File: src/hdl/tbsfs_defines.svh
// timing counts and field positions of the power-state sequencer
`ifndef TBSFS_DEFINES_SVH
`define TBSFS_DEFINES_SVH
`define TBSFS_CLK_MHZ        250
`define TBSFS_READY_LOSS_US  1000
`define TBSFS_START_TMO_US   8000
`define TBSFS_HICCUP_US      200000
`define TBSFS_STAGGER_US     100
`define TBSFS_READY_LOSS_CYC (`TBSFS_READY_LOSS_US * `TBSFS_CLK_MHZ)
`define TBSFS_START_TMO_CYC  (`TBSFS_START_TMO_US * `TBSFS_CLK_MHZ)
`define TBSFS_HICCUP_CYC     (`TBSFS_HICCUP_US * `TBSFS_CLK_MHZ)
`define TBSFS_STAGGER_CYC    (`TBSFS_STAGGER_US * `TBSFS_CLK_MHZ)
`define TBSFS_PHASE_PERIOD   125
`define TBSFS_BUCK1          0
`define TBSFS_NBUCK          3
`endif

File: src/hdl/tbsfs_pkg.sv
// types of the power-state sequencer
package tbsfs_pkg;
   typedef enum logic [1:0] {TBSFS_ST_STARTUP, TBSFS_ST_ACTIVE, TBSFS_ST_SLEEP,
                             TBSFS_ST_SHUTDOWN} tbsfs_state_t;
   typedef struct packed {
      logic reset_cmd;
      logic sleep_cmd;
      logic wake_cmd;
      logic shutdown_cmd;
   } tbsfs_cmd_t;
   typedef struct packed {
      logic [2:0] buck_en;
      logic [2:0] sw_hiz;
      logic       fb_pulldown;
      logic       supply_good;
      logic       load_defaults;
   } tbsfs_out_t;
endpackage : tbsfs_pkg

File: src/hdl/tbsfs_sequencer.sv
// power-state and fault sequencer for a triple buck regulator
// Function
// - power-up: startup, bucks off, supply-good low
// - enable low forces startup state, except in shutdown
// - startup sequence runs, then active
// - reset command in startup restarts sequence
// - active: all bucks on, supply-good high
// - active to startup on enable low/reset
// - active to sleep on sleep command
// - active or sleep to shutdown on command
// - sleep: only buck 1 off, good high
// - wake-up returns active, reloads default voltages
// - sleep to startup on enable low/reset
// - shutdown: bucks off, supply-good low
// - shutdown exits on enable rising/reset
// - undervolt lockout holds reset, then startup
// - ready lost over 1ms: hiccup 200ms
// - not ready within 8ms: hiccup 200ms
// - over-temperature holds reset, then startup
// - over-temperature: tri-state, good low
// - lockout: tri-state, feedback pulldown, good low
// - bucks switch on 120 degrees apart
`timescale 1ns/10ps
`include "tbsfs_defines.svh"
module tbsfs_sequencer #(
   parameter int READY_LOSS_CYC = `TBSFS_READY_LOSS_CYC,
   parameter int START_TMO_CYC  = `TBSFS_START_TMO_CYC,
   parameter int HICCUP_CYC     = `TBSFS_HICCUP_CYC,
   parameter int STAGGER_CYC    = `TBSFS_STAGGER_CYC
) (
   input  wire logic                ref_clk,
   input  wire logic                rst_n,
   input  wire logic                enable_pin,
   input  wire logic                undervolt_lockout,
   input  wire logic                over_temp,
   input  wire logic [2:0]          buck_ready,
   input  wire tbsfs_pkg::tbsfs_cmd_t cmd,
   output tbsfs_pkg::tbsfs_out_t    ctrl,
   output logic [2:0]               phase_start,
   output tbsfs_pkg::tbsfs_state_t  state
);
   // ----------------------------------------------------------------
   // input synchronisers
   // ----------------------------------------------------------------
   logic [5:0] sync1_r;
   logic [5:0] sync2_r;
   logic       en_s;
   logic       uv_s;
   logic       ot_s;
   logic [2:0] rdy_s;

   always_ff @(posedge ref_clk or negedge rst_n)
   begin
      if (!rst_n)
      begin
         sync1_r <= 6'h00;
         sync2_r <= 6'h00;
      end
      else
      begin
         sync1_r <= {enable_pin, undervolt_lockout, over_temp, buck_ready};
         sync2_r <= sync1_r;
      end
   end

   assign en_s  = sync2_r[5];
   assign uv_s  = sync2_r[4];
   assign ot_s  = sync2_r[3];
   assign rdy_s = sync2_r[2:0];

   // ----------------------------------------------------------------
   // state machine
   // ----------------------------------------------------------------
   typedef enum logic [2:0] {SQ_IDLE, SQ_RAMP, SQ_WAIT_RDY, SQ_RUN, SQ_HICCUP} tbsfs_seq_t;

   localparam int TW = $clog2(HICCUP_CYC + 1);

   tbsfs_pkg::tbsfs_state_t st_r;
   tbsfs_pkg::tbsfs_state_t st_nxt;
   tbsfs_seq_t              sq_r;
   tbsfs_seq_t              sq_nxt;
   logic [TW-1:0]           tmr_r;
   logic [TW-1:0]           tmr_nxt;
   logic [TW-1:0]           loss_r;
   logic [TW-1:0]           loss_nxt;
   logic [1:0]              nen_r;
   logic [1:0]              nen_nxt;
   logic [2:0]              en_r;
   logic [2:0]              en_nxt;
   logic [2:0]              hiz_r;
   logic [2:0]              hiz_nxt;
   logic                    pd_r;
   logic                    pd_nxt;
   logic                    good_r;
   logic                    good_nxt;
   logic                    dflt_r;
   logic                    dflt_nxt;
   logic                    fault_hold;
   logic                    cmd_ok;
   logic                    rdy_ok;

   function automatic logic [TW-1:0] cyc(input int n);
      cyc = TW'(n);
   endfunction : cyc

   function automatic logic all_ready(input logic [2:0] en, input logic [2:0] rdy);
      all_ready = ((en & rdy) == en);
   endfunction : all_ready

   assign fault_hold = uv_s | ot_s;
   assign cmd_ok     = en_s;
   assign rdy_ok     = all_ready(en_r, rdy_s);

   always_comb
   begin
      st_nxt   = st_r;
      sq_nxt   = sq_r;
      tmr_nxt  = (tmr_r != '0) ? tmr_r - cyc(1) : tmr_r;
      loss_nxt = loss_r;
      nen_nxt  = nen_r;
      en_nxt   = en_r;
      hiz_nxt  = 3'h0;
      pd_nxt   = 1'b0;
      good_nxt = good_r;
      dflt_nxt = 1'b0;
      if (fault_hold)
      begin
         // internal logic held in reset, outputs tri-stated
         st_nxt   = tbsfs_pkg::TBSFS_ST_STARTUP;
         sq_nxt   = SQ_IDLE;
         en_nxt   = 3'h0;
         hiz_nxt  = 3'h7;
         pd_nxt   = uv_s;
         good_nxt = 1'b0;
         tmr_nxt  = '0;
         loss_nxt = '0;
         nen_nxt  = 2'h0;
      end
      else if (!en_s && st_r != tbsfs_pkg::TBSFS_ST_STARTUP &&
               st_r != tbsfs_pkg::TBSFS_ST_SHUTDOWN)
      begin
         st_nxt   = tbsfs_pkg::TBSFS_ST_STARTUP;
         sq_nxt   = SQ_IDLE;
         en_nxt   = 3'h0;
         good_nxt = 1'b0;
      end
      else
      begin
         unique case (st_r)
            tbsfs_pkg::TBSFS_ST_STARTUP:
            begin
               if (cmd_ok && cmd.reset_cmd)
               begin
                  sq_nxt   = SQ_IDLE;
                  en_nxt   = 3'h0;
                  good_nxt = 1'b0;
               end
               else if (en_s)
               begin
                  unique case (sq_r)
                     SQ_IDLE:
                     begin
                        en_nxt  = 3'h1;
                        nen_nxt = 2'h1;
                        tmr_nxt = cyc(STAGGER_CYC);
                        sq_nxt  = SQ_RAMP;
                        dflt_nxt = 1'b1;
                     end
                     SQ_RAMP:
                     begin
                        if (tmr_r == '0)
                        begin
                           if (nen_r == 2'h3)
                           begin
                              tmr_nxt = cyc(START_TMO_CYC);
                              sq_nxt  = SQ_WAIT_RDY;
                           end
                           else
                           begin
                              en_nxt  = {en_r[1:0], 1'b1};
                              nen_nxt = nen_r + 2'h1;
                              tmr_nxt = cyc(STAGGER_CYC);
                           end
                        end
                     end
                     SQ_WAIT_RDY:
                     begin
                        if (rdy_ok)
                        begin
                           good_nxt = 1'b1;
                           st_nxt   = tbsfs_pkg::TBSFS_ST_ACTIVE;
                           sq_nxt   = SQ_RUN;
                           loss_nxt = '0;
                        end
                        else if (tmr_r == '0)
                        begin
                           en_nxt  = 3'h0;
                           tmr_nxt = cyc(HICCUP_CYC);
                           sq_nxt  = SQ_HICCUP;
                        end
                     end
                     SQ_HICCUP:
                     begin
                        if (tmr_r == '0)
                           sq_nxt = SQ_IDLE;
                     end
                     SQ_RUN:
                        sq_nxt = SQ_IDLE;
                  endcase
               end
               else
               begin
                  st_nxt   = tbsfs_pkg::TBSFS_ST_STARTUP;
                  sq_nxt   = SQ_IDLE;
                  en_nxt   = 3'h0;
                  good_nxt = 1'b0;
               end
            end
            tbsfs_pkg::TBSFS_ST_ACTIVE, tbsfs_pkg::TBSFS_ST_SLEEP:
            begin
               // ready-loss watch on enabled bucks
               if (!rdy_ok)
                  loss_nxt = (loss_r == cyc(READY_LOSS_CYC)) ? loss_r : loss_r + cyc(1);
               else
                  loss_nxt = '0;
               if (!rdy_ok && loss_r == cyc(READY_LOSS_CYC))
               begin
                  st_nxt   = tbsfs_pkg::TBSFS_ST_STARTUP;
                  sq_nxt   = SQ_HICCUP;
                  en_nxt   = 3'h0;
                  good_nxt = 1'b0;
                  tmr_nxt  = cyc(HICCUP_CYC);
               end
               else if (cmd_ok && cmd.reset_cmd)
               begin
                  st_nxt   = tbsfs_pkg::TBSFS_ST_STARTUP;
                  sq_nxt   = SQ_IDLE;
                  en_nxt   = 3'h0;
                  good_nxt = 1'b0;
               end
               else if (cmd_ok && cmd.shutdown_cmd)
               begin
                  st_nxt   = tbsfs_pkg::TBSFS_ST_SHUTDOWN;
                  en_nxt   = 3'h0;
                  good_nxt = 1'b0;
               end
               else if (st_r == tbsfs_pkg::TBSFS_ST_ACTIVE && cmd_ok && cmd.sleep_cmd)
               begin
                  st_nxt   = tbsfs_pkg::TBSFS_ST_SLEEP;
                  en_nxt   = 3'h6;
                  loss_nxt = '0;
               end
               else if (st_r == tbsfs_pkg::TBSFS_ST_SLEEP && cmd_ok && cmd.wake_cmd)
               begin
                  st_nxt   = tbsfs_pkg::TBSFS_ST_ACTIVE;
                  en_nxt   = 3'h7;
                  dflt_nxt = 1'b1;
                  loss_nxt = '0;
               end
            end
            tbsfs_pkg::TBSFS_ST_SHUTDOWN:
            begin
               en_nxt   = 3'h0;
               good_nxt = 1'b0;
               // exit on enable rising or reset command
               if ((en_s && !nen_r[1]) || (cmd_ok && cmd.reset_cmd))
               begin
                  st_nxt = tbsfs_pkg::TBSFS_ST_STARTUP;
                  sq_nxt = SQ_IDLE;
               end
               nen_nxt = {en_s, 1'b0};
            end
         endcase
      end
   end

   always_ff @(posedge ref_clk or negedge rst_n)
   begin
      if (!rst_n)
      begin
         st_r   <= tbsfs_pkg::TBSFS_ST_STARTUP;
         sq_r   <= SQ_IDLE;
         tmr_r  <= '0;
         loss_r <= '0;
         nen_r  <= 2'h0;
         en_r   <= 3'h0;
         hiz_r  <= 3'h0;
         pd_r   <= 1'b0;
         good_r <= 1'b0;
         dflt_r <= 1'b0;
      end
      else
      begin
         st_r   <= st_nxt;
         sq_r   <= sq_nxt;
         tmr_r  <= tmr_nxt;
         loss_r <= loss_nxt;
         nen_r  <= nen_nxt;
         en_r   <= en_nxt;
         hiz_r  <= hiz_nxt;
         pd_r   <= pd_nxt;
         good_r <= good_nxt;
         dflt_r <= dflt_nxt;
      end
   end

   assign ctrl.buck_en       = en_r;
   assign ctrl.sw_hiz        = hiz_r;
   assign ctrl.fb_pulldown   = pd_r;
   assign ctrl.supply_good   = good_r;
   assign ctrl.load_defaults = dflt_r;
   assign state              = st_r;

   // ----------------------------------------------------------------
   // phase generator
   // ----------------------------------------------------------------
   tbsfs_phase_gen #(
      .PERIOD (`TBSFS_PHASE_PERIOD)
   ) u_phase (
      .ref_clk     (ref_clk),
      .rst_n       (rst_n),
      .phase_start (phase_start)
   );
endmodule : tbsfs_sequencer

File: src/hdl/tbsfs_phase_gen.sv
// three-phase switching start pulses spaced by a third of a period
`timescale 1ns/10ps
`include "tbsfs_defines.svh"
module tbsfs_phase_gen #(
   parameter int PERIOD = `TBSFS_PHASE_PERIOD
) (
   input  wire logic       ref_clk,
   input  wire logic       rst_n,
   output logic [2:0]      phase_start
);
   localparam int CW = $clog2(PERIOD);
   localparam logic [CW-1:0] LAST = CW'(PERIOD - 1);
   localparam logic [CW-1:0] P1   = CW'(PERIOD / 3);
   localparam logic [CW-1:0] P2   = CW'((2 * PERIOD) / 3);

   logic [CW-1:0] cnt_r;
   logic [CW-1:0] cnt_nxt;
   logic [2:0]    ph_r;
   logic [2:0]    ph_nxt;

   always_comb
   begin
      cnt_nxt = (cnt_r == LAST) ? '0 : cnt_r + CW'(1);
      ph_nxt  = {cnt_r == P2, cnt_r == P1, cnt_r == '0};
   end

   always_ff @(posedge ref_clk or negedge rst_n)
   begin
      if (!rst_n)
      begin
         cnt_r <= '0;
         ph_r  <= 3'h0;
      end
      else
      begin
         cnt_r <= cnt_nxt;
         ph_r  <= ph_nxt;
      end
   end

   assign phase_start = ph_r;
endmodule : tbsfs_phase_gen

File: config.mk
export PLATFORM = sky130hd
export DESIGN_NAME = tbsfs_sequencer
export DESIGN_NICKNAME = d
export VERILOG_FILES = /design/src/hdl/tbsfs_pkg.sv /design/src/hdl/tbsfs_sequencer.sv /design/src/hdl/tbsfs_phase_gen.sv
export VERILOG_INCLUDE_DIRS = /design/src /design/src/hdl
export SDC_FILE = /design/constraint.sdc
export NUM_CORES = 1
export LEC_CHECK = 0
export ABC_CLOCK_PERIOD_IN_PS = 3300
export BUFFER_PORTS_ARGS = -buffer_cell sky130_fd_sc_hd__buf_2
export CORE_ASPECT_RATIO = 0.7
export CORE_MARGIN = 4
export CORE_UTILIZATION = 61
export DETAILED_ROUTE_END_ITERATION = 8
export PLACE_DENSITY = 0.79
export SYNTH_ARGS = -nofsm -noshare
export SYNTH_HDL_FRONTEND = slang
export SYNTH_SLANG_ARGS = --single-unit
File: constraint.sdc
create_clock -name ref_clk -period 3.3 [get_ports ref_clk]
set_clock_uncertainty 0.1 [all_clocks]
set_input_delay 0.66 -clock ref_clk [delete_from_list [all_inputs] [get_ports ref_clk]]
set_output_delay 0.66 -clock ref_clk [all_outputs]
set_load 0.02 [all_outputs]
==> flow_metrics.tcl, run 1 <==
set metrics [dict create \
    status "completed" \
    maxCapViolCount 0 \
    crit_arrival_ps 3120 \
    synthTopCellsByArea "dfrtp_1 43%, o21ai_0 4.2%, nor2_1 3.2%, ha_1 2.9%, o31ai_1 2.9%" \
    rows 27 \
    setup_tns_ps 0 \
    synth-edff-count 0 \
    grtUsageMet2_pct 37.5 \
    finalHoldWorstSlack_ps 248 \
    synth_warnings 0 \
    io_buffer_count 25 \
    ctsHoldBuffers 0 \
    clock_latency_ps 340 \
    place.gp.congestion 0.935 \
    use_met1_pct 45.3 \
    dp_cells 687 \
    antenna_cells 0 \
    cp_max_fo 10 \
    dieArea_um2 10000 \
    wl_um 13600 \
    grt_usage_pct 28.3 \
    async_flop_share_pct 100 \
    grt_max_degree 89 \
    finalHoldViolCount 0 \
    cts.sinks 88 \
    whs_endpoint "sync2_r[2]$_DFF_PN0_" \
    report.final.slew_viol_count 0 \
    num_io_pins 26 \
    final_cells 703 \
    fin_nets 621 \
    postRouteAntennaNets 0 \
    max_freq_mhz 331 \
    syn2layout_area_growth_pct 11.7 \
    dpl_cell_area_um2 5470 \
    startpoint_type "flip-flop" \
    postLayoutCellArea_um2 5770 \
    coreArea_um2 8040 \
    clk_pin_slew_worst_paths_ps 60 \
    cellLeakagePower_nw 2.55 \
    peakVddDrop_uv 539 \
    worst_slew_pin_slew_ps 1100 \
    crit_required_ps 3390 \
    drive_above_1_share_pct 13.1 \
    nFillCells 634 \
    cts_tree "yes" \
    end_kind "flip-flop" \
    grt.overflow.total 0 \
    hp-start "sync1_r[2]$_DFF_PN0_" \
    drt_iter0_drc 669 \
    r2r_cells 7 \
    drc 0 \
    synthTopCellsByCount "88 x dfrtp_1, 44 x nor2_1, 43 x o21ai_0, 36 x nand2_1, 24 x nand3_1" \
    clk_path_buf_depth 2 \
    hold_class "reg2reg" \
    top_usage_layer "met1" \
    synth.distinct_cells 67 \
    rrSetupSlack_ps 280 \
    dp.final_hpwl_um 9940 \
    yosysMostFrequentCell "dfrtp_1" \
    initial_utilization_pct 64.3 \
    post-route-period-util_pct 91.7 \
    h-tree-depth 3 \
    yosysTopAreaCell "dfrtp_1" \
    clock_tree.root_cell "clkbuf_16" \
    netlist_area_um2 5170 \
    grt_antenna_before_repair 0 \
    drt-vias-per-instance 6.70 \
    rsz0062_at_grt "no" \
    die_h_um 85.0 \
    synth_top_cell_area_share_pct 42.6 \
    syn-num-nets 589 \
    synthCells 565 \
    vias 4707 \
    syn_area_per_cell_um2 9.15 \
    reg2reg_from "tmr_r[20]$_DFF_PN0_" \
    ys_seq_area_share_pct 42.6 \
    yosys_most_used_dff "dfrtp_1" \
    grt_util_met3_pct 8.66 \
    grt_pass1_vias 4363 \
    dr.pass1.iters 5 \
    crit_type "reg2reg" \
    wl_per_cell_um 19.4 \
    ys_ff_latch 88 \
    slew_headroom_pct 26.9 \
    power_mw 4.43 \
    die-width_um 118 \
    r2r-end "tmr_r[8]$_DFF_PN0_" \
    powerDensity_nw_per_um2 768 \
    grt_pass1_wl_um 22900 \
    numCtsBuffers 9 \
    hold_depth 0 \
    setup_viol_count_final 0 \
    layout_min_cycle_time_ps 3020 \
]
[per-layer routing]
| metal | vias to the layer above | wire length [um] |
|---|---|---|
| met5 | - | 0 |
| met1 | 2236 | 6520 |
| met3 | 9 | 1630 |
| met4 | 0 | 80 |
| li1 | 2180 | - |
| met2 | 282 | 5400 |
[cell usage in the layout (no fill, tap or decap), types with 8 or more instances in the layout]
master     Yosys  final
o21ai_0       43     43
dfrtp_1       88     88
a21oi_1       19     19
nand2b_1      10     10
and4_1         8      8
clkbuf_16      0      9
and3_1        20     20
inv_1         17     17
nor3_1        22     22
xor2_1         9      9
xnor2_1       13     13
nor2_1        44     43
or3_1         14     14
or4_1          9      9
o31ai_1       20     20
buf_2          2     24
ha_1          12     12
nor4_1        16     16
nand3_1       24     24
nand2_1       36     36
nand4_1       12     12
buf_4          5     25
[registers in the layout, summed over array words and instances (netlist names), 2 cells and up]
signal	count
loss_r	26
sq_r	3
u_phase.cnt_r	7
nen_r	2
state	2
sync1_r	6
u_phase.phase_start	3
tmr_r	26
sync2_r	6
en_r	3
[through the flow]
step / util (%) / setup slack (ps)
3_3_place_gp: 68.0 / 238
2_1_floorplan: - / 438
6_report: 71.8 / 275
3_5_place_dp: 68.0 / 199
4_1_cts: 71.8 / 193
5_1_grt: 71.8 / 40.3
[where the power goes]
| group | internal, mW | total (mW) | switching (mW) |
|---|---|---|---|
| sequential | 1.19 | 1.32 | 0.129 |
| clock | 0.609 | 1.02 | 0.416 |
| combinational | 0.847 | 2.09 | 1.24 |
| total | 2.65 | 4.43 | 1.79 |
[repair_timing]
action,CTS,global route
gates resized for setup,0,1
setup endpoints to repair,0,1
buffers inserted,0,0
[worst max-delay path, cell delays in order (launching register included)]
cell	delay [ps]
dfrtp_1	400
or4_1	660
or3_1	430
buf_4	190
nor2_2	300
nor2_1	130
o21ai_2	480
o21ai_0	190
[cells by family after synthesis]
logic type      synth area share (%)
xor+xnor                        3.73
simple gates                    25.6
fa+ha+maj                       2.90
flops                           42.6
mux                             2.01
compound gates                  19.3
buf+inv                         3.90
[area by class of cell]
type / instances / area (um2) / share of cell area (%)
Clock buffer: 12 / 246 / 4.27
Clock inverter: 4 / 53.8 / 0.932
Inverter: 18 / 67.6 / 1.17
Multi-Input combinational cell: 431 / 2770 / 48.0
Sequential cell: 88 / 2200 / 38.2
Tap cell: 101 / 126 / 2.19
Timing Repair Buffer: 49 / 308 / 5.33
[worst max-delay path by stage]
stage | start | endpoint | cells after the start
floorplan | tmr_r[20]$_DFF_PN0_ | en_r[1]$_DFFE_PN0P_ | 9
global placement | tmr_r[20]$_DFF_PN0_ | tmr_r[3]$_DFF_PN0_ | 7
finish | tmr_r[20]$_DFF_PN0_ | tmr_r[8]$_DFF_PN0_ | 7
detailed placement | tmr_r[20]$_DFF_PN0_ | tmr_r[8]$_DFF_PN0_ | 7
CTS | tmr_r[20]$_DFF_PN0_ | tmr_r[8]$_DFF_PN0_ | 7
global route | state[1]$_DFFE_PN0P_ | tmr_r[3]$_DFF_PN0_ | 7
Power figures use the tool's default switching activity.
==> inputs of run 2 (changes only) <==
==> constraint.sdc (replaced) <==
create_clock -name ref_clk -period 3.3 [get_ports ref_clk]
set_clock_uncertainty 0.1 [all_clocks]
set_input_delay 0.33 -clock ref_clk [delete_from_list [all_inputs] [get_ports ref_clk]]
set_output_delay 0.33 -clock ref_clk [all_outputs]
set_load 0.02 [all_outputs]
==> flow_metrics.tcl, run 2 (same netlist as run 1, synthesis figures left out) <==
set metrics [dict create \
    clock_latency_ps 340 \
    clk_path_buf_depth 2 \
    coreArea_um2 8040 \
    num_io_pins 26 \
    crit_type "reg2reg" \
    crit_required_ps 3430 \
    clk_pin_slew_worst_paths_ps 70 \
    cellLeakagePower_nw 2.61 \
    post_cts_buffers 0 \
    postRouteAntennaNets 0 \
    crit_arrival_ps 3080 \
    cp_slowest_stage_delay_ps 640 \
    dpl_cell_area_um2 5500 \
    maxCapViolCount 0 \
    initial_utilization_pct 64.3 \
    cp_cell_sequence "or4_1, or3_1, or2_1, o41ai_4, a2bb2oi_2, mux2_2" \
    final_common_cell "dfrtp_1" \
    setup_tns_ps 0 \
    fin_nets 630 \
    clock_tree.root_cell "clkbuf_16" \
    final_cells 712 \
    grt_usage_pct 29.4 \
    dp.final_hpwl_um 10200 \
    die_h_um 85.0 \
    worst_slew_pin_slew_ps 847 \
    syn2layout_area_growth_pct 14.0 \
    post-route-period-util_pct 89.6 \
    grt.overflow.total 0 \
    place.gp.congestion 0.969 \
    io_buffer_count 25 \
    drt_iter0_drc 800 \
    startpoint_type "flip-flop" \
    status "completed" \
    drc 0 \
    wl_um 14200 \
    drt-vias-per-instance 6.83 \
    powerDensity_nw_per_um2 775 \
    drive_above_1_share_pct 13.4 \
    finalHoldViolCount 0 \
    layout_min_cycle_time_ps 2960 \
    final_cell_mix "88 x dfrtp_1, 44 x nor2_1, 43 x o21ai_0" \
    dieArea_um2 10000 \
    grt_max_degree 50 \
    cts.sinks 88 \
    h-tree-depth 3 \
    antenna_cells 0 \
    numCtsBuffers 9 \
    cts_tree "yes" \
    peakVddDrop_uv 599 \
    report.final.slew_viol_count 0 \
    setup_viol_count_final 0 \
    postLayoutCellArea_um2 5890 \
    slowest_stage "or4_1" \
    grt_pass1_wl_um 23800 \
    end_kind "flip-flop" \
    rows 27 \
    max_freq_mhz 338 \
    grt_pass1_vias 4560 \
    slew_headroom_pct 43.0 \
    rsz0062_at_grt "no" \
    largestRegisters "loss_r (26), tmr_r (26), u_phase.cnt_r (7)" \
    dr.pass1.iters 5 \
    dp_cells 689 \
    die-width_um 118 \
    wl_per_cell_um 20.0 \
    ctsHoldBuffers 7 \
    cp_max_fo 6 \
    grt_antenna_before_repair 1 \
    hold_class "reg2reg" \
    vias 4862 \
    ctsResizeCount 0 \
]
[run 2: changes by cell type in the layout (fill, tap and decap cells not counted), sizes merged]
| cell | change |
|---|---|
| buf | +2 |
| bufinv | +1 |
| clkbuf | -3 |
| clkinv | +1 |
| clkinvlp | -2 |
| dlygate4sd3 | +7 |
| inv | +3 |
[run 2: stage by stage]
step	power [mW]	utilization [%]	hold WS, ps	setup slack (ps)
after CTS	4.50	73.3	250	382
final	4.57	73.3	249	343
after detailed placement	3.37	68.4	235	397
after floorplan	2.80	-	-65.6	438
after global placement	3.31	68.4	235	461
after global routing	4.82	73.3	256	223
[run 2: final cells by class]
| type | instances | area (um2) |
|---|---|---|
| clock buffer | 9 | 225 |
| clock inverter | 7 | 100 |
| fill | 595 | 2150 |
| inverter | 18 | 67.6 |
| multi-input combinational | 431 | 2770 |
| sequential | 88 | 2200 |
| tap | 101 | 126 |
| timing repair buffer | 58 | 405 |
[run 2: final timing paths]
kind	depth (start not counted)	to	start	slack, ps
worst max register to register	6	en_r[2]$_DFFE_PN0P_	tmr_r[14]$_DFF_PN0_	340
worst min-delay path	0	sync2_r[0]$_DFF_PN0_	sync1_r[0]$_DFF_PN0_	250
worst max-delay path	6	en_r[2]$_DFFE_PN0P_	tmr_r[14]$_DFF_PN0_	340
min in group asynchronous	2	loss_r[14]$_DFFE_PN0P_	rst_n	410
worst min register to register	0	sync2_r[0]$_DFF_PN0_	sync1_r[0]$_DFF_PN0_	250
max in group asynchronous	3	tmr_r[6]$_DFF_PN0_	rst_n	2060
[run 2: report_power, final]
| group | leakage, nW | total, mW | internal (mW) | switching (mW) |
|---|---|---|---|---|
| Combinational | 1.28 | 2.13 | 0.832 | 1.29 |
| Sequential | 1.17 | 1.33 | 1.19 | 0.138 |
| Clock | 0.161 | 1.11 | 0.671 | 0.440 |
| Total | 2.61 | 4.57 | 2.70 | 1.87 |
[run 2: critical path, delay by kind of cell (launching register included)]
kind | cells | cell delay (ps)
flip-flops | 1 | 450
AO/OA/AOI/OAI | 2 | 560
multiplexers | 1 | 350
AND/OR/NAND/NOR | 3 | 1370
[run 2: layer usage]
layer | GRT usage (%) | vias to the layer above | share of wire [%]
met1 | 45.6 | 2314 | 45
met3 | 7.73 | 31 | 12
li1 | - | 2199 | -
met2 | 40.7 | 316 | 41
met5 | 0 | - | 0.091
met4 | 7.45 | 2 | 1.6
==> inputs of run 3 (changes only) <==
RECOVER_POWER = 50   (was not set)
==> flow_metrics.tcl, run 3 (same netlist as run 1, synthesis figures left out) <==
set metrics [dict create \
    status "finished, violations left" \
    violations "capacitance limit, slew limit" \
    vias 4862 \
    wl_um 14200 \
    grt_pass1_vias 4560 \
    cts_tree "yes" \
    dieArea_um2 10000 \
    ctsHoldBuffers 7 \
    crit_arrival_ps 3080 \
    crit_type "reg2reg" \
    post_cts_buffers 0 \
    clk_path_buf_depth 2 \
    grt.overflow.total 0 \
    cp_max_fo 6 \
    setup_viol_count_final 0 \
    fin_nets 630 \
    largestRegisters "loss_r (26), tmr_r (26), u_phase.cnt_r (7)" \
    final_common_cell "dfrtp_1" \
    dp.final_hpwl_um 10200 \
    drt_iter0_drc 799 \
    nFillCells 600 \
    h-tree-depth 3 \
    max_freq_mhz 338 \
    finalHoldViolCount 0 \
    hold_class "reg2reg" \
    num_io_pins 26 \
    slew_headroom_pct -49.1 \
    dpl_cell_area_um2 5500 \
    die_h_um 85.0 \
    initial_utilization_pct 64.3 \
    ctsResizeCount 0 \
    final_cells 712 \
    startpoint_type "flip-flop" \
    postRouteAntennaNets 0 \
    clk_pin_slew_worst_paths_ps 60 \
    rows 27 \
    numCtsBuffers 9 \
    dp_cells 689 \
    setup_tns_ps 0 \
    postLayoutCellArea_um2 5880 \
    grt_usage_pct 29.4 \
    io_buffer_count 25 \
    wl_per_cell_um 20.0 \
    post-route-period-util_pct 89.7 \
    antenna_cells 0 \
    end_kind "flip-flop" \
    die-width_um 118 \
    syn2layout_area_growth_pct 13.7 \
    final_cell_mix "88 x dfrtp_1, 44 x nor2_1, 43 x o21ai_0" \
    finalHoldWorstSlack_ps 249 \
    grt_antenna_before_repair 1 \
    rsz0062_at_grt "no" \
    drive_above_1_share_pct 11.8 \
    grt_max_degree 50 \
    peakVddDrop_uv 599 \
    rrSetupSlack_ps 340 \
    cellLeakagePower_nw 2.58 \
    drc 0 \
    drt-vias-per-instance 6.83 \
    layout_min_cycle_time_ps 2960 \
    powerDensity_nw_per_um2 776 \
    clock_tree.root_cell "clkbuf_16" \
    cts.sinks 88 \
    report.final.slew_viol_count 40 \
    dr.pass1.iters 5 \
    clock_latency_ps 340 \
    coreArea_um2 8040 \
    maxCapViolCount 1 \
    worst_slew_pin_slew_ps 2240 \
    crit_required_ps 3420 \
    grt_pass1_wl_um 23800 \
    place.gp.congestion 0.969 \
]
-- run 3: critical path: stages, from the launching register on --
cell,delay [ps]
dfrtp_1,450
or4_1,640
or3_1,380
or2_1,350
o41ai_4,340
a2bb2oi_2,220
mux2_2,350
-- run 3: final cells by class --
class | instances | area, um2 | share of cell area, %
inverters | 18 | 67.6 | 1.15
multi-input cells | 431 | 2770 | 47.1
well taps | 101 | 126 | 2.15
flip-flops and latches | 88 | 2200 | 37.5
clock buffers | 9 | 225 | 3.83
repair buffers | 58 | 390 | 6.64
clock inverters | 7 | 100 | 1.70
-- run 3: metal layers --
metal	wire, um	GRT usage [%]
met1	6450	45.6
met3	1700	7.73
met4	240	7.45
met5	13	0
met2	5800	40.7
-- run 3: worst paths after layout --
kind                                      startpoint                endpoint  depth (start not counted)
worst max-delay path             tmr_r[14]$_DFF_PN0_     en_r[2]$_DFFE_PN0P_                          6
worst min-delay path            sync1_r[0]$_DFF_PN0_    sync2_r[0]$_DFF_PN0_                          0
worst max register to register   tmr_r[14]$_DFF_PN0_     en_r[2]$_DFFE_PN0P_                          6
worst min register to register  sync1_r[0]$_DFF_PN0_    sync2_r[0]$_DFF_PN0_                          0
max in group asynchronous                      rst_n     en_r[2]$_DFFE_PN0P_                          2
min in group asynchronous                      rst_n  loss_r[14]$_DFFE_PN0P_                          2
-- run 3: power breakdown --
group | internal [mW] | total, mW | switching, mW
clock | 0.671 | 1.11 | 0.438
combinational | 0.831 | 2.12 | 1.29
sequential | 1.19 | 1.33 | 0.138
-- run 3: through the flow --
step | utilization [%] | worst slack [ps] | power [mW]
floorplan | - | 438 | 2.80
global placement | 68.4 | 461 | 3.31
detailed placement | 68.4 | 397 | 3.37
CTS | 73.3 | 382 | 4.50
global route | 73.1 | 223 | 4.82
finish | 73.1 | 339 | 4.56
